`config.mk`:
```
export PLATFORM = sky130hd
export DESIGN_NAME = gpc_adc_ctrl
export DESIGN_NICKNAME = d
export VERILOG_FILES = /design/src/verilog/gpc_fifo.v /design/src/verilog/gpc_adc_ctrl.v
export VERILOG_INCLUDE_DIRS = /design/src /design/src/verilog
export SDC_FILE = /design/constraint.sdc
export NUM_CORES = 1
export LEC_CHECK = 0
export ABC_AREA = 1
export ABC_CLOCK_PERIOD_IN_PS = 2900
export BUFFER_PORTS_ARGS = -buffer_cell sky130_fd_sc_hd__buf_2
export CAP_MARGIN = 20
export CORE_UTILIZATION = 57
export DETAILED_ROUTE_END_ITERATION = 8
export GPL_TIMING_DRIVEN = 1
export MAX_ROUTING_LAYER = met4
export PLACE_DENSITY_LB_ADDON = 0.2
export REMOVE_ABC_BUFFERS = 1
export SLEW_MARGIN = 10
export SYNTH_ARGS = -nofsm -noshare
export SYNTH_HDL_FRONTEND = slang
export SYNTH_SLANG_ARGS = --single-unit
```
`constraint.sdc`:
```
create_clock -name ref_clk -period 2.9 [get_ports ref_clk]
set_clock_uncertainty 0.2 [all_clocks]
set_input_delay 0.58 -clock ref_clk [delete_from_list [all_inputs] [get_ports ref_clk]]
set_output_delay 0.58 -clock ref_clk [all_outputs]
set_load 0.05 [all_outputs]
```
`src/verilog/gpc_map.vh`:
```
// Purpose: register offsets, field positions and reset values of the converter control
// Assumes: APB byte addresses, one aligned 32-bit word per register
// Notes: definitions only
`ifndef GPC_MAP_VH
`define GPC_MAP_VH
`define GPC_OFS_CTRL 12'h000
`define GPC_OFS_CTRL2 12'h004
`define GPC_OFS_SETTLE 12'h008
`define GPC_OFS_RESULT 12'h00c
`define GPC_OFS_FIFO 12'h010
`define GPC_OFS_STATUS 12'h014
`define GPC_CTRL_EN 0
`define GPC_CTRL_START 1
`define GPC_CTRL_CONT 2
`define GPC_CTRL_SE 3
`define GPC_CTRL_FLAG 4
`define GPC_CTRL_MASK 5
`define GPC_CTRL_DMA 6
`define GPC_CTRL_CH_LO 8
`define GPC_CTRL2_ATT_LO 0
`define GPC_CTRL2_NEG_LO 4
`define GPC_ST_READY 0
`define GPC_ST_BUSY 1
`define GPC_ST_EMPTY 2
`define GPC_ST_FULL 3
`define GPC_ST_LVL_LO 4
`define GPC_RST_SETTLE 8'h40
`define GPC_RST_CH 4'h0
`define GPC_RST_ATT 2'h0
`define GPC_SETTLE_UNIT 2'h3
`define GPC_CH_LAST 4'hd
`endif

```
`src/verilog/gpc_fifo.v`:
```
// Purpose: result buffer between converter and bus/DMA side
// Assumes: single clock, synchronous active high reset
// Notes: no write when full, no read when empty
`timescale 1ns/100ps
module gpc_fifo #(
  parameter WIDTH = 10,
  parameter DEPTH = 8,
  parameter AW = 3
) (
  input wire ref_clk,
  input wire rst,
  input wire inValid,
  output wire inReady,
  input wire [WIDTH-1:0] inData,
  output wire outValid,
  input wire outReady,
  output wire [WIDTH-1:0] outData,
  output wire [AW:0] level
);
  reg [WIDTH-1:0] mem [0:DEPTH-1];
  reg [AW-1:0] wrPtr;
  reg [AW-1:0] rdPtr;
  reg [AW:0] count;
  wire doWrite;
  wire doRead;

  assign inReady = (count != DEPTH[AW:0]);
  assign outValid = (count != {(AW+1){1'b0}});
  assign doWrite = inValid & inReady;
  assign doRead = outValid & outReady;
  assign outData = mem[rdPtr];
  assign level = count;

  always @(posedge ref_clk) begin
    if (doWrite) begin
      mem[wrPtr] <= inData;
    end
  end

  always @(posedge ref_clk) begin
    if (rst) begin
      wrPtr <= {AW{1'b0}};
      rdPtr <= {AW{1'b0}};
      count <= {(AW+1){1'b0}};
    end else begin
      if (doWrite) begin
        wrPtr <= (wrPtr == DEPTH[AW-1:0] - 1'b1) ? {AW{1'b0}} : wrPtr + 1'b1;
      end
      if (doRead) begin
        rdPtr <= (rdPtr == DEPTH[AW-1:0] - 1'b1) ? {AW{1'b0}} : rdPtr + 1'b1;
      end
      if (doWrite && !doRead) begin
        count <= count + 1'b1;
      end else if (doRead && !doWrite) begin
        count <= count - 1'b1;
      end
    end
  end
endmodule

```
`src/verilog/gpc_adc_ctrl.v`:
```
// Purpose: control front-end of a 10-bit converter: channel mux, mode, regulator, results
// Assumes: ref_clk serves as converter and APB clock; analog done/data are asynchronous
// Notes: results go to the newest-value register and to an 8-word buffer for DMA
//
// How it works
// - sequencing logic runs on the converter clock
// - enable bit drives the regulator on/off
// - two-bit attenuation field picks 1x..4x
// - mode bit: 1 single-ended, 0 differential
// - maskable interrupt and separate DMA request
// - pin channels usable single-ended or paired
// - internal sources single-ended or against pin
// - channel code maps to pins/rails/sensor/ground
// - all registers reached over APB slave
// - regulator first, then (settle delay + 1) x4 clocks
// - completion clears start unless continuous, sets flag, stores result
// - start reads 1 until the result is stored, relaunch ignored until then
// - continuous mode restarts after each result
//
// The address map and the APB register port were left to the implementer.
`timescale 1ns/100ps
`include "gpc_map.vh"
module gpc_adc_ctrl #(
  parameter DATA_W = 10,
  parameter FIFO_DEPTH = 8,
  parameter FIFO_AW = 3
) (
  input wire ref_clk,
  input wire rst,
  input wire psel,
  input wire penable,
  input wire pwrite,
  input wire [11:0] paddr,
  input wire [31:0] pwdata,
  output reg [31:0] prdata,
  output wire pready,
  output wire pslverr,
  output wire regulatorEnable,
  output wire converterReady,
  output wire convStart,
  input wire convDone,
  input wire [DATA_W-1:0] convData,
  output reg [13:0] posSelect,
  output reg [13:0] negSelect,
  output wire [1:0] inputAttenuation,
  output wire singleEndedSelect,
  output wire irq,
  output wire dmaReq
);
  localparam S_OFF = 3'd0;
  localparam S_SETTLE = 3'd1;
  localparam S_IDLE = 3'd2;
  localparam S_CONV = 3'd3;
  localparam S_RELEASE = 3'd4;

  // channel codes: 0..3 and 10..13 pins, 4 temp, 5 converter rail, 6 battery,
  // 7 core supply, 8 analog ground (test), 9 io supply
  function [13:0] decodeChannel;
    input [3:0] code;
    begin
      decodeChannel = 14'h0000;
      if (code <= `GPC_CH_LAST) begin
        decodeChannel[code] = 1'b1;
      end
    end
  endfunction

  function isPinChannel;
    input [3:0] code;
    begin
      isPinChannel = (code <= 4'h3) || ((code >= 4'ha) && (code <= `GPC_CH_LAST));
    end
  endfunction

  ////////////////////////////////////////////////////////////////////////////
  // registers
  reg converterEnable;
  reg conversionStart;
  reg continuousConvert;
  reg singleEnded;
  reg doneFlag;
  reg irqMask;
  reg dmaEnable;
  reg [3:0] channelSel;
  reg [3:0] negChannelSel;
  reg [1:0] attenuation;
  reg [7:0] settleDelay;
  reg [DATA_W-1:0] conversionResult;
  reg [2:0] state;
  reg [2:0] next_state;
  reg [1:0] prescale;
  reg [7:0] settleCount;
  reg [2:0] doneSync;
  reg doneLevel;
  reg [DATA_W-1:0] dataSync1;
  reg [DATA_W-1:0] dataSync2;
  reg [DATA_W-1:0] dataSync3;
  reg errFlag;

  wire setupPhase;
  wire accessWrite;
  wire accessRead;
  wire settleTick;
  wire finishConv;
  wire launchConv;
  wire fifoInReady;
  wire fifoOutValid;
  wire fifoPop;
  wire [DATA_W-1:0] fifoOutData;
  wire [FIFO_AW:0] fifoLevel;
  wire flagClear;
  wire startWrite;

  assign setupPhase = psel & ~penable;
  assign accessWrite = psel & penable & pwrite;
  assign accessRead = psel & penable & ~pwrite;
  assign pready = 1'b1;
  assign pslverr = psel & penable & errFlag;

  ////////////////////////////////////////////////////////////////////////////
  // analog done / data come from the core's own clock; three stages each
  always @(posedge ref_clk) begin
    if (rst) begin
      doneSync <= 3'b000;
      doneLevel <= 1'b0;
      dataSync1 <= {DATA_W{1'b0}};
      dataSync2 <= {DATA_W{1'b0}};
      dataSync3 <= {DATA_W{1'b0}};
    end else begin
      doneSync <= {doneSync[1:0], convDone};
      if (doneSync[1] == doneSync[2]) begin
        doneLevel <= doneSync[2];
      end
      dataSync1 <= convData;
      dataSync2 <= dataSync1;
      dataSync3 <= dataSync2;
    end
  end

  ////////////////////////////////////////////////////////////////////////////
  // sequencer
  // settle unit pulse: one in four clocks
  assign settleTick = (prescale == `GPC_SETTLE_UNIT);
  // data is held by the core while done is high, so sampling here is safe
  assign finishConv = (state == S_CONV) && doneLevel;
  // a full buffer stalls new conversions so no result is dropped
  assign launchConv = (state == S_IDLE) && conversionStart && fifoInReady;

  always @* begin
    next_state = state;
    case (state)
      S_OFF: begin
        if (converterEnable) begin
          next_state = S_SETTLE;
        end
      end
      S_SETTLE: begin
        if (settleTick && (settleCount >= settleDelay)) begin
          next_state = S_IDLE;
        end
      end
      S_IDLE: begin
        if (launchConv) begin
          next_state = S_CONV;
        end
      end
      S_CONV: begin
        if (finishConv) begin
          next_state = S_RELEASE;
        end
      end
      S_RELEASE: begin
        if (!doneLevel) begin
          next_state = S_IDLE;
        end
      end
      default: begin
        next_state = S_OFF;
      end
    endcase
    if (!converterEnable) begin
      next_state = S_OFF;
    end
  end

  always @(posedge ref_clk) begin
    if (rst) begin
      state <= S_OFF;
      prescale <= 2'b00;
      settleCount <= 8'h00;
    end else begin
      state <= next_state;
      if (state == S_SETTLE) begin
        prescale <= prescale + 2'b01;
        if (settleTick && (settleCount != 8'hff)) begin
          settleCount <= settleCount + 8'h01;
        end
      end else begin
        prescale <= 2'b00;
        settleCount <= 8'h00;
      end
    end
  end

  assign regulatorEnable = converterEnable;
  assign converterReady = (state != S_OFF) && (state != S_SETTLE);
  assign convStart = (state == S_CONV);

  ////////////////////////////////////////////////////////////////////////////
  // analog selection
  always @* begin
    posSelect = decodeChannel(channelSel);
    negSelect = 14'h0000;
    if (!singleEnded && isPinChannel(negChannelSel) && (channelSel != negChannelSel)) begin
      // pins pair with pins, internal sources pair with a pin
      negSelect = decodeChannel(negChannelSel);
    end
  end

  assign singleEndedSelect = singleEnded;
  assign inputAttenuation = attenuation;

  ////////////////////////////////////////////////////////////////////////////
  // result buffer and events
  assign fifoPop = accessRead && (paddr == `GPC_OFS_FIFO);

  gpc_fifo #(
    .WIDTH(DATA_W),
    .DEPTH(FIFO_DEPTH),
    .AW(FIFO_AW)
  ) u_fifo (
    .ref_clk(ref_clk),
    .rst(rst),
    .inValid(finishConv),
    .inReady(fifoInReady),
    .inData(dataSync3),
    .outValid(fifoOutValid),
    .outReady(fifoPop),
    .outData(fifoOutData),
    .level(fifoLevel)
  );

  assign irq = doneFlag & irqMask;
  assign dmaReq = dmaEnable & fifoOutValid;

  ////////////////////////////////////////////////////////////////////////////
  // APB slave, zero wait states
  assign flagClear = accessWrite && (paddr == `GPC_OFS_CTRL) && pwdata[`GPC_CTRL_FLAG];
  assign startWrite = accessWrite && (paddr == `GPC_OFS_CTRL) && pwdata[`GPC_CTRL_START];

  always @(posedge ref_clk) begin
    if (rst) begin
      converterEnable <= 1'b0;
      continuousConvert <= 1'b0;
      singleEnded <= 1'b0;
      irqMask <= 1'b0;
      dmaEnable <= 1'b0;
      channelSel <= `GPC_RST_CH;
      negChannelSel <= `GPC_RST_CH;
      attenuation <= `GPC_RST_ATT;
      settleDelay <= `GPC_RST_SETTLE;
    end else if (accessWrite) begin
      case (paddr)
        `GPC_OFS_CTRL: begin
          converterEnable <= pwdata[`GPC_CTRL_EN];
          continuousConvert <= pwdata[`GPC_CTRL_CONT];
          singleEnded <= pwdata[`GPC_CTRL_SE];
          irqMask <= pwdata[`GPC_CTRL_MASK];
          dmaEnable <= pwdata[`GPC_CTRL_DMA];
          channelSel <= pwdata[`GPC_CTRL_CH_LO+3:`GPC_CTRL_CH_LO];
        end
        `GPC_OFS_CTRL2: begin
          attenuation <= pwdata[`GPC_CTRL2_ATT_LO+1:`GPC_CTRL2_ATT_LO];
          negChannelSel <= pwdata[`GPC_CTRL2_NEG_LO+3:`GPC_CTRL2_NEG_LO];
        end
        `GPC_OFS_SETTLE: begin
          settleDelay <= pwdata[7:0];
        end
        default: begin
          settleDelay <= settleDelay;
        end
      endcase
    end
  end

  // start: set only by software when idle-ready, cleared by completion unless continuous, or by a low enable bit
  always @(posedge ref_clk) begin
    if (rst) begin
      conversionStart <= 1'b0;
    end else if (!converterEnable) begin
      conversionStart <= 1'b0;
    end else if (finishConv) begin
      conversionStart <= continuousConvert;
    end else if (startWrite && !conversionStart && converterReady) begin
      conversionStart <= 1'b1;
    end
  end

  // set beats a clear that lands in the same cycle
  always @(posedge ref_clk) begin
    if (rst) begin
      doneFlag <= 1'b0;
      conversionResult <= {DATA_W{1'b0}};
    end else begin
      if (finishConv) begin
        doneFlag <= 1'b1;
        conversionResult <= dataSync3;
      end else if (flagClear) begin
        doneFlag <= 1'b0;
      end
    end
  end

  always @(posedge ref_clk) begin
    if (rst) begin
      prdata <= 32'h00000000;
      errFlag <= 1'b0;
    end else if (setupPhase) begin
      prdata <= 32'h00000000;
      errFlag <= 1'b0;
      case (paddr)
        `GPC_OFS_CTRL: begin
          prdata[`GPC_CTRL_EN] <= converterEnable;
          prdata[`GPC_CTRL_START] <= conversionStart;
          prdata[`GPC_CTRL_CONT] <= continuousConvert;
          prdata[`GPC_CTRL_SE] <= singleEnded;
          prdata[`GPC_CTRL_FLAG] <= doneFlag;
          prdata[`GPC_CTRL_MASK] <= irqMask;
          prdata[`GPC_CTRL_DMA] <= dmaEnable;
          prdata[`GPC_CTRL_CH_LO+3:`GPC_CTRL_CH_LO] <= channelSel;
        end
        `GPC_OFS_CTRL2: begin
          prdata[`GPC_CTRL2_ATT_LO+1:`GPC_CTRL2_ATT_LO] <= attenuation;
          prdata[`GPC_CTRL2_NEG_LO+3:`GPC_CTRL2_NEG_LO] <= negChannelSel;
        end
        `GPC_OFS_SETTLE: begin
          prdata[7:0] <= settleDelay;
        end
        `GPC_OFS_RESULT: begin
          prdata[DATA_W-1:0] <= conversionResult;
        end
        `GPC_OFS_FIFO: begin
          // empty buffer reads zero and is not popped
          prdata[DATA_W-1:0] <= fifoOutValid ? fifoOutData : {DATA_W{1'b0}};
        end
        `GPC_OFS_STATUS: begin
          prdata[`GPC_ST_READY] <= converterReady;
          prdata[`GPC_ST_BUSY] <= (state == S_CONV) || (state == S_RELEASE);
          prdata[`GPC_ST_EMPTY] <= ~fifoOutValid;
          prdata[`GPC_ST_FULL] <= ~fifoInReady;
          prdata[`GPC_ST_LVL_LO+FIFO_AW:`GPC_ST_LVL_LO] <= fifoLevel;
        end
        default: begin
          errFlag <= 1'b1;
        end
      endcase
    end
  end
endmodule

```
==> impl_metrics.yaml <==
run_status:
  outcome: "finished, violations left"
  failed_checks: "DRC"
clock_tree:
  clk_pin_slew_worst_paths_ns: 0.07
  cts_sinks: 188
  cts_made_buffers: 17
  cts_tree: "built"
  hold_fix_buffers_at_cts: 0
  root_buffer: "sky130_fd_sc_hd__clkbuf_16"
  ctsHtreeMaxLevel: 4
  clkLatencyLatePin_ns: 0.43
  cts_max_path_buffers: 2
yosys:
  synth_seq_area_share: 0.531
  synth-seq-cells: 188
  post-synth-top-area-fraction: 0.279
  synthCells: 1040
  mappedNetlistArea_um2: 8600
  post_synth_cell_types: 42
  synth_top_flop_cell: "sky130_fd_sc_hd__dfxtp_1"
  synthArstFlopShare: 0
  synth_edf_count: 80
  yosysWarnings: 0
  synth_top_area_cell: "sky130_fd_sc_hd__edfxtp_1"
  synth.area.top_cells: "sky130_fd_sc_hd__edfxtp_1 (28%), sky130_fd_sc_hd__dfxtp_1 (25%), sky130_fd_sc_hd__nand2_1 (9.3%)"
  syn-mean-instance-area_um2: 8.27
pwr:
  clkPwrFrac: 0.444
  p_leak_nw: 4.39
  power-per-cell-area_nw_per_um2: 551
  pwr-share-comb: 0.040
  pwr-share-seq: 0.516
  total_switching_power_w: 0.00120
  p_int_w: 0.00419
  peakVddDrop_mv: 0.392
  swShare: 0.223
routing:
  detail_routed_via_count_per_cell: 5.16
  drc_errors: 25
  vias: 6855
  drt-pass1-iter-count: 7
  met3_length_um: 1200
  wl_per_cell_um: 13.8
  number_of_nets_with_antenna_violations_after_detailed_routing: 0
  drt_iter0_markers: 576
  routed_wl_um: 18400
  met2_wirelength_um: 8390
  top_layer_used: "met4"
  routedLengthMet1_um: 8410
floorplan:
  coreArea_um2: 14600
  die-height_um: 125
  floorplan.die.width_um: 125
  fp-row-count: 44
  pin_count: 130
  initial_utilization: 0.587
  die_area_um2: 15600
sta:
  setup-tns-final_ns: 0
  finalSetupViolations: 0
  max_slew_margin: 0.594
  tightest_slew_ns: 0.609
  timing_max_transition_violations_final: 0
  final.min_clock_period_ns: 2.75
  timing.final.hold_violations: 0
  rsz0062_at_grt: "no"
  period_share: 0.947
  achievable-frequency_ghz: 0.364
global_routing:
  grt_start_max_net_pins: 41
  grt_remaining_overflow: 0
  grt_pass1_wl_um: 30200
  global_route_total_usage_across_every_layer: 0.256
  number_of_global_route_vias_before_repair: 6324
  grt_antenna_before_repair: 0
cells_and_area:
  insertedDiodeCount: 0
  area_delta_synth_final_pct: 13.8
  final_layout_size_suffix_gt1_frac: 0.148
  instances_no_fill: 1328
  net_total_in_the_final_layout: 1209
  final_std_cell_area_no_fill_um2: 9780
flow_run:
  max-cap-violations: 0
placement:
  place_congestion: 0.851
  dpl.cell_count: 1296
  dp.final_hpwl_um: 12700
  post_dp_cell_area_um2: 9160
  buffer_ports.inserted: 82
min_path:
  timing.hold.worst.class: "in -> reg"
worst_setup_path:
  startpoint_type: "flop"
  critical_path_arrival_ns: 1.97
  critical_path_required_ns: 2.12
  crit_fanout: 8
  timing.setup.critical_path_class: "reg -> out"
  critical_path.endpoint_type: "output port"
worst max-delay path, stage by stage (launching register included):
cell and delay, ns:
sky130_fd_sc_hd__dfxtp_1 0.48, sky130_fd_sc_hd__a21oi_1 0.13, sky130_fd_sc_hd__nor3_1 0.34, sky130_fd_sc_hd__o41ai_4 0.20, sky130_fd_sc_hd__nor2_1 0.12, sky130_fd_sc_hd__buf_2 0.27
Yosys cell counts (2+ instances only):
master,instances
sky130_fd_sc_hd__dfxtp_1,108
sky130_fd_sc_hd__o21ai_2,2
sky130_fd_sc_hd__nand3_1,72
sky130_fd_sc_hd__buf_4,28
sky130_fd_sc_hd__o21ai_0,57
sky130_fd_sc_hd__o31ai_1,2
sky130_fd_sc_hd__buf_6,3
sky130_fd_sc_hd__inv_2,5
sky130_fd_sc_hd__inv_1,139
sky130_fd_sc_hd__nor2_4,4
sky130_fd_sc_hd__a211oi_1,5
sky130_fd_sc_hd__nand4_1,9
sky130_fd_sc_hd__buf_2,15
sky130_fd_sc_hd__a21oi_1,51
sky130_fd_sc_hd__clkinv_1,3
sky130_fd_sc_hd__o211ai_1,7
sky130_fd_sc_hd__o21ai_1,2
sky130_fd_sc_hd__xor2_1,5
sky130_fd_sc_hd__edfxtp_1,80
sky130_fd_sc_hd__nor3_1,7
sky130_fd_sc_hd__nand2_2,6
sky130_fd_sc_hd__nand3_2,2
sky130_fd_sc_hd__a21oi_2,4
sky130_fd_sc_hd__clkbuf_1,14
sky130_fd_sc_hd__nor2_2,3
sky130_fd_sc_hd__nand3b_1,2
sky130_fd_sc_hd__conb_1,2
sky130_fd_sc_hd__ha_1,17
sky130_fd_sc_hd__nor2_1,162
sky130_fd_sc_hd__nand2_1,212
cells in the final DEF (no fill, tap or decap), types with 24 or more instances in the layout:
master,count
sky130_fd_sc_hd__a21oi_1,51
sky130_fd_sc_hd__inv_1,139
sky130_fd_sc_hd__conb_1,27
sky130_fd_sc_hd__nand2_1,212
sky130_fd_sc_hd__o21ai_0,57
sky130_fd_sc_hd__buf_2,82
sky130_fd_sc_hd__dfxtp_1,108
sky130_fd_sc_hd__buf_4,24
sky130_fd_sc_hd__nand3_1,71
sky130_fd_sc_hd__nor2_1,162
sky130_fd_sc_hd__edfxtp_1,80
flip-flops by register name, indices dropped and copies added, names as in the netlist, 2 cells and up, named ones only:
name,flops
channelSel,4
conversionResult,10
dataSync1,10
dataSync2,10
dataSync3,10
doneSync,3
inputAttenuation,2
isPinChannel.code,4
prdata,12
prescale,2
settleCount,8
settleDelay,8
state,3
u_fifo.level,4
u_fifo.mem,80
u_fifo.rdPtr,3
u_fifo.wrPtr,3
through the flow:
step | hold WS (ns) | power (W) | util | setup slack (ns)
after floorplan | 0.188 | 0.00298 | - | 0.212
after global placement | 0.188 | 0.00305 | 0.626 | 0.131
after detailed placement | 0.195 | 0.00306 | 0.626 | 0.0508
after CTS | 0.135 | 0.00542 | 0.668 | 0.135
after global routing | 0.144 | 0.00555 | 0.668 | 0.0386
final | 0.146 | 0.00539 | 0.668 | 0.152
layer usage:
metal,vias up,track usage
li1,3464,-
met1,3132,0.340
met2,228,0.395
met3,31,0.0378
met4,0,0.106
met5,-,-
timing repair:
action	4_1_cts	5_1_grt
gates resized for setup	0	1
buffers inserted	0	0
setup endpoints to repair	0	1
power by group through the flow:
stage | Sequential [W] | Combinational, W | Clock, W
floorplan | 0.00285 | 0.000133 | 0
global placement | 0.00284 | 0.000213 | 0
detailed placement | 0.00284 | 0.000216 | 0
CTS | 0.00278 | 0.000217 | 0.00242
global route | 0.00278 | 0.000237 | 0.00253
finish | 0.00278 | 0.000217 | 0.00239
final cells by class:
cell class,instances,area [um^2]
Tap cell,184,230
Inverter,147,552
Fill cell,1197,4860
Multi-Input combinational cell,670,3210
Sequential cell,188,4560
Clock inverter,14,185
Timing Repair Buffer,107,611
Clock buffer,18,429
path summary, 6_finish.rpt:
path	startpoint	end	slack (ns)	cells after the start
worst max register to register	u_fifo.level[1]	u_fifo.level[3]	0.34	14
worst max-delay path	isPinChannel.code[3]	negSelect[2]	0.15	5
worst min-delay path	convDone	doneSync[0]	0.15	3
worst min register to register	dataSync1[5]	dataSync2[5]	0.20	2
kinds of logic (layout without fill, tap and decap cells):
family,count (synthesis),after routing,share of synthesized area
xor gates and xnor gates,6,6,0.00611
DFF,188,188,0.531
buffers and inverters,207,286,0.107
and+or+nand+nor,483,483,0.237
other,2,27,0.000873
AOI/OAI and AO/OA,136,136,0.0905
adders and majority gates,18,18,0.0271
Note: power is estimated with default switching activity, not from simulation.
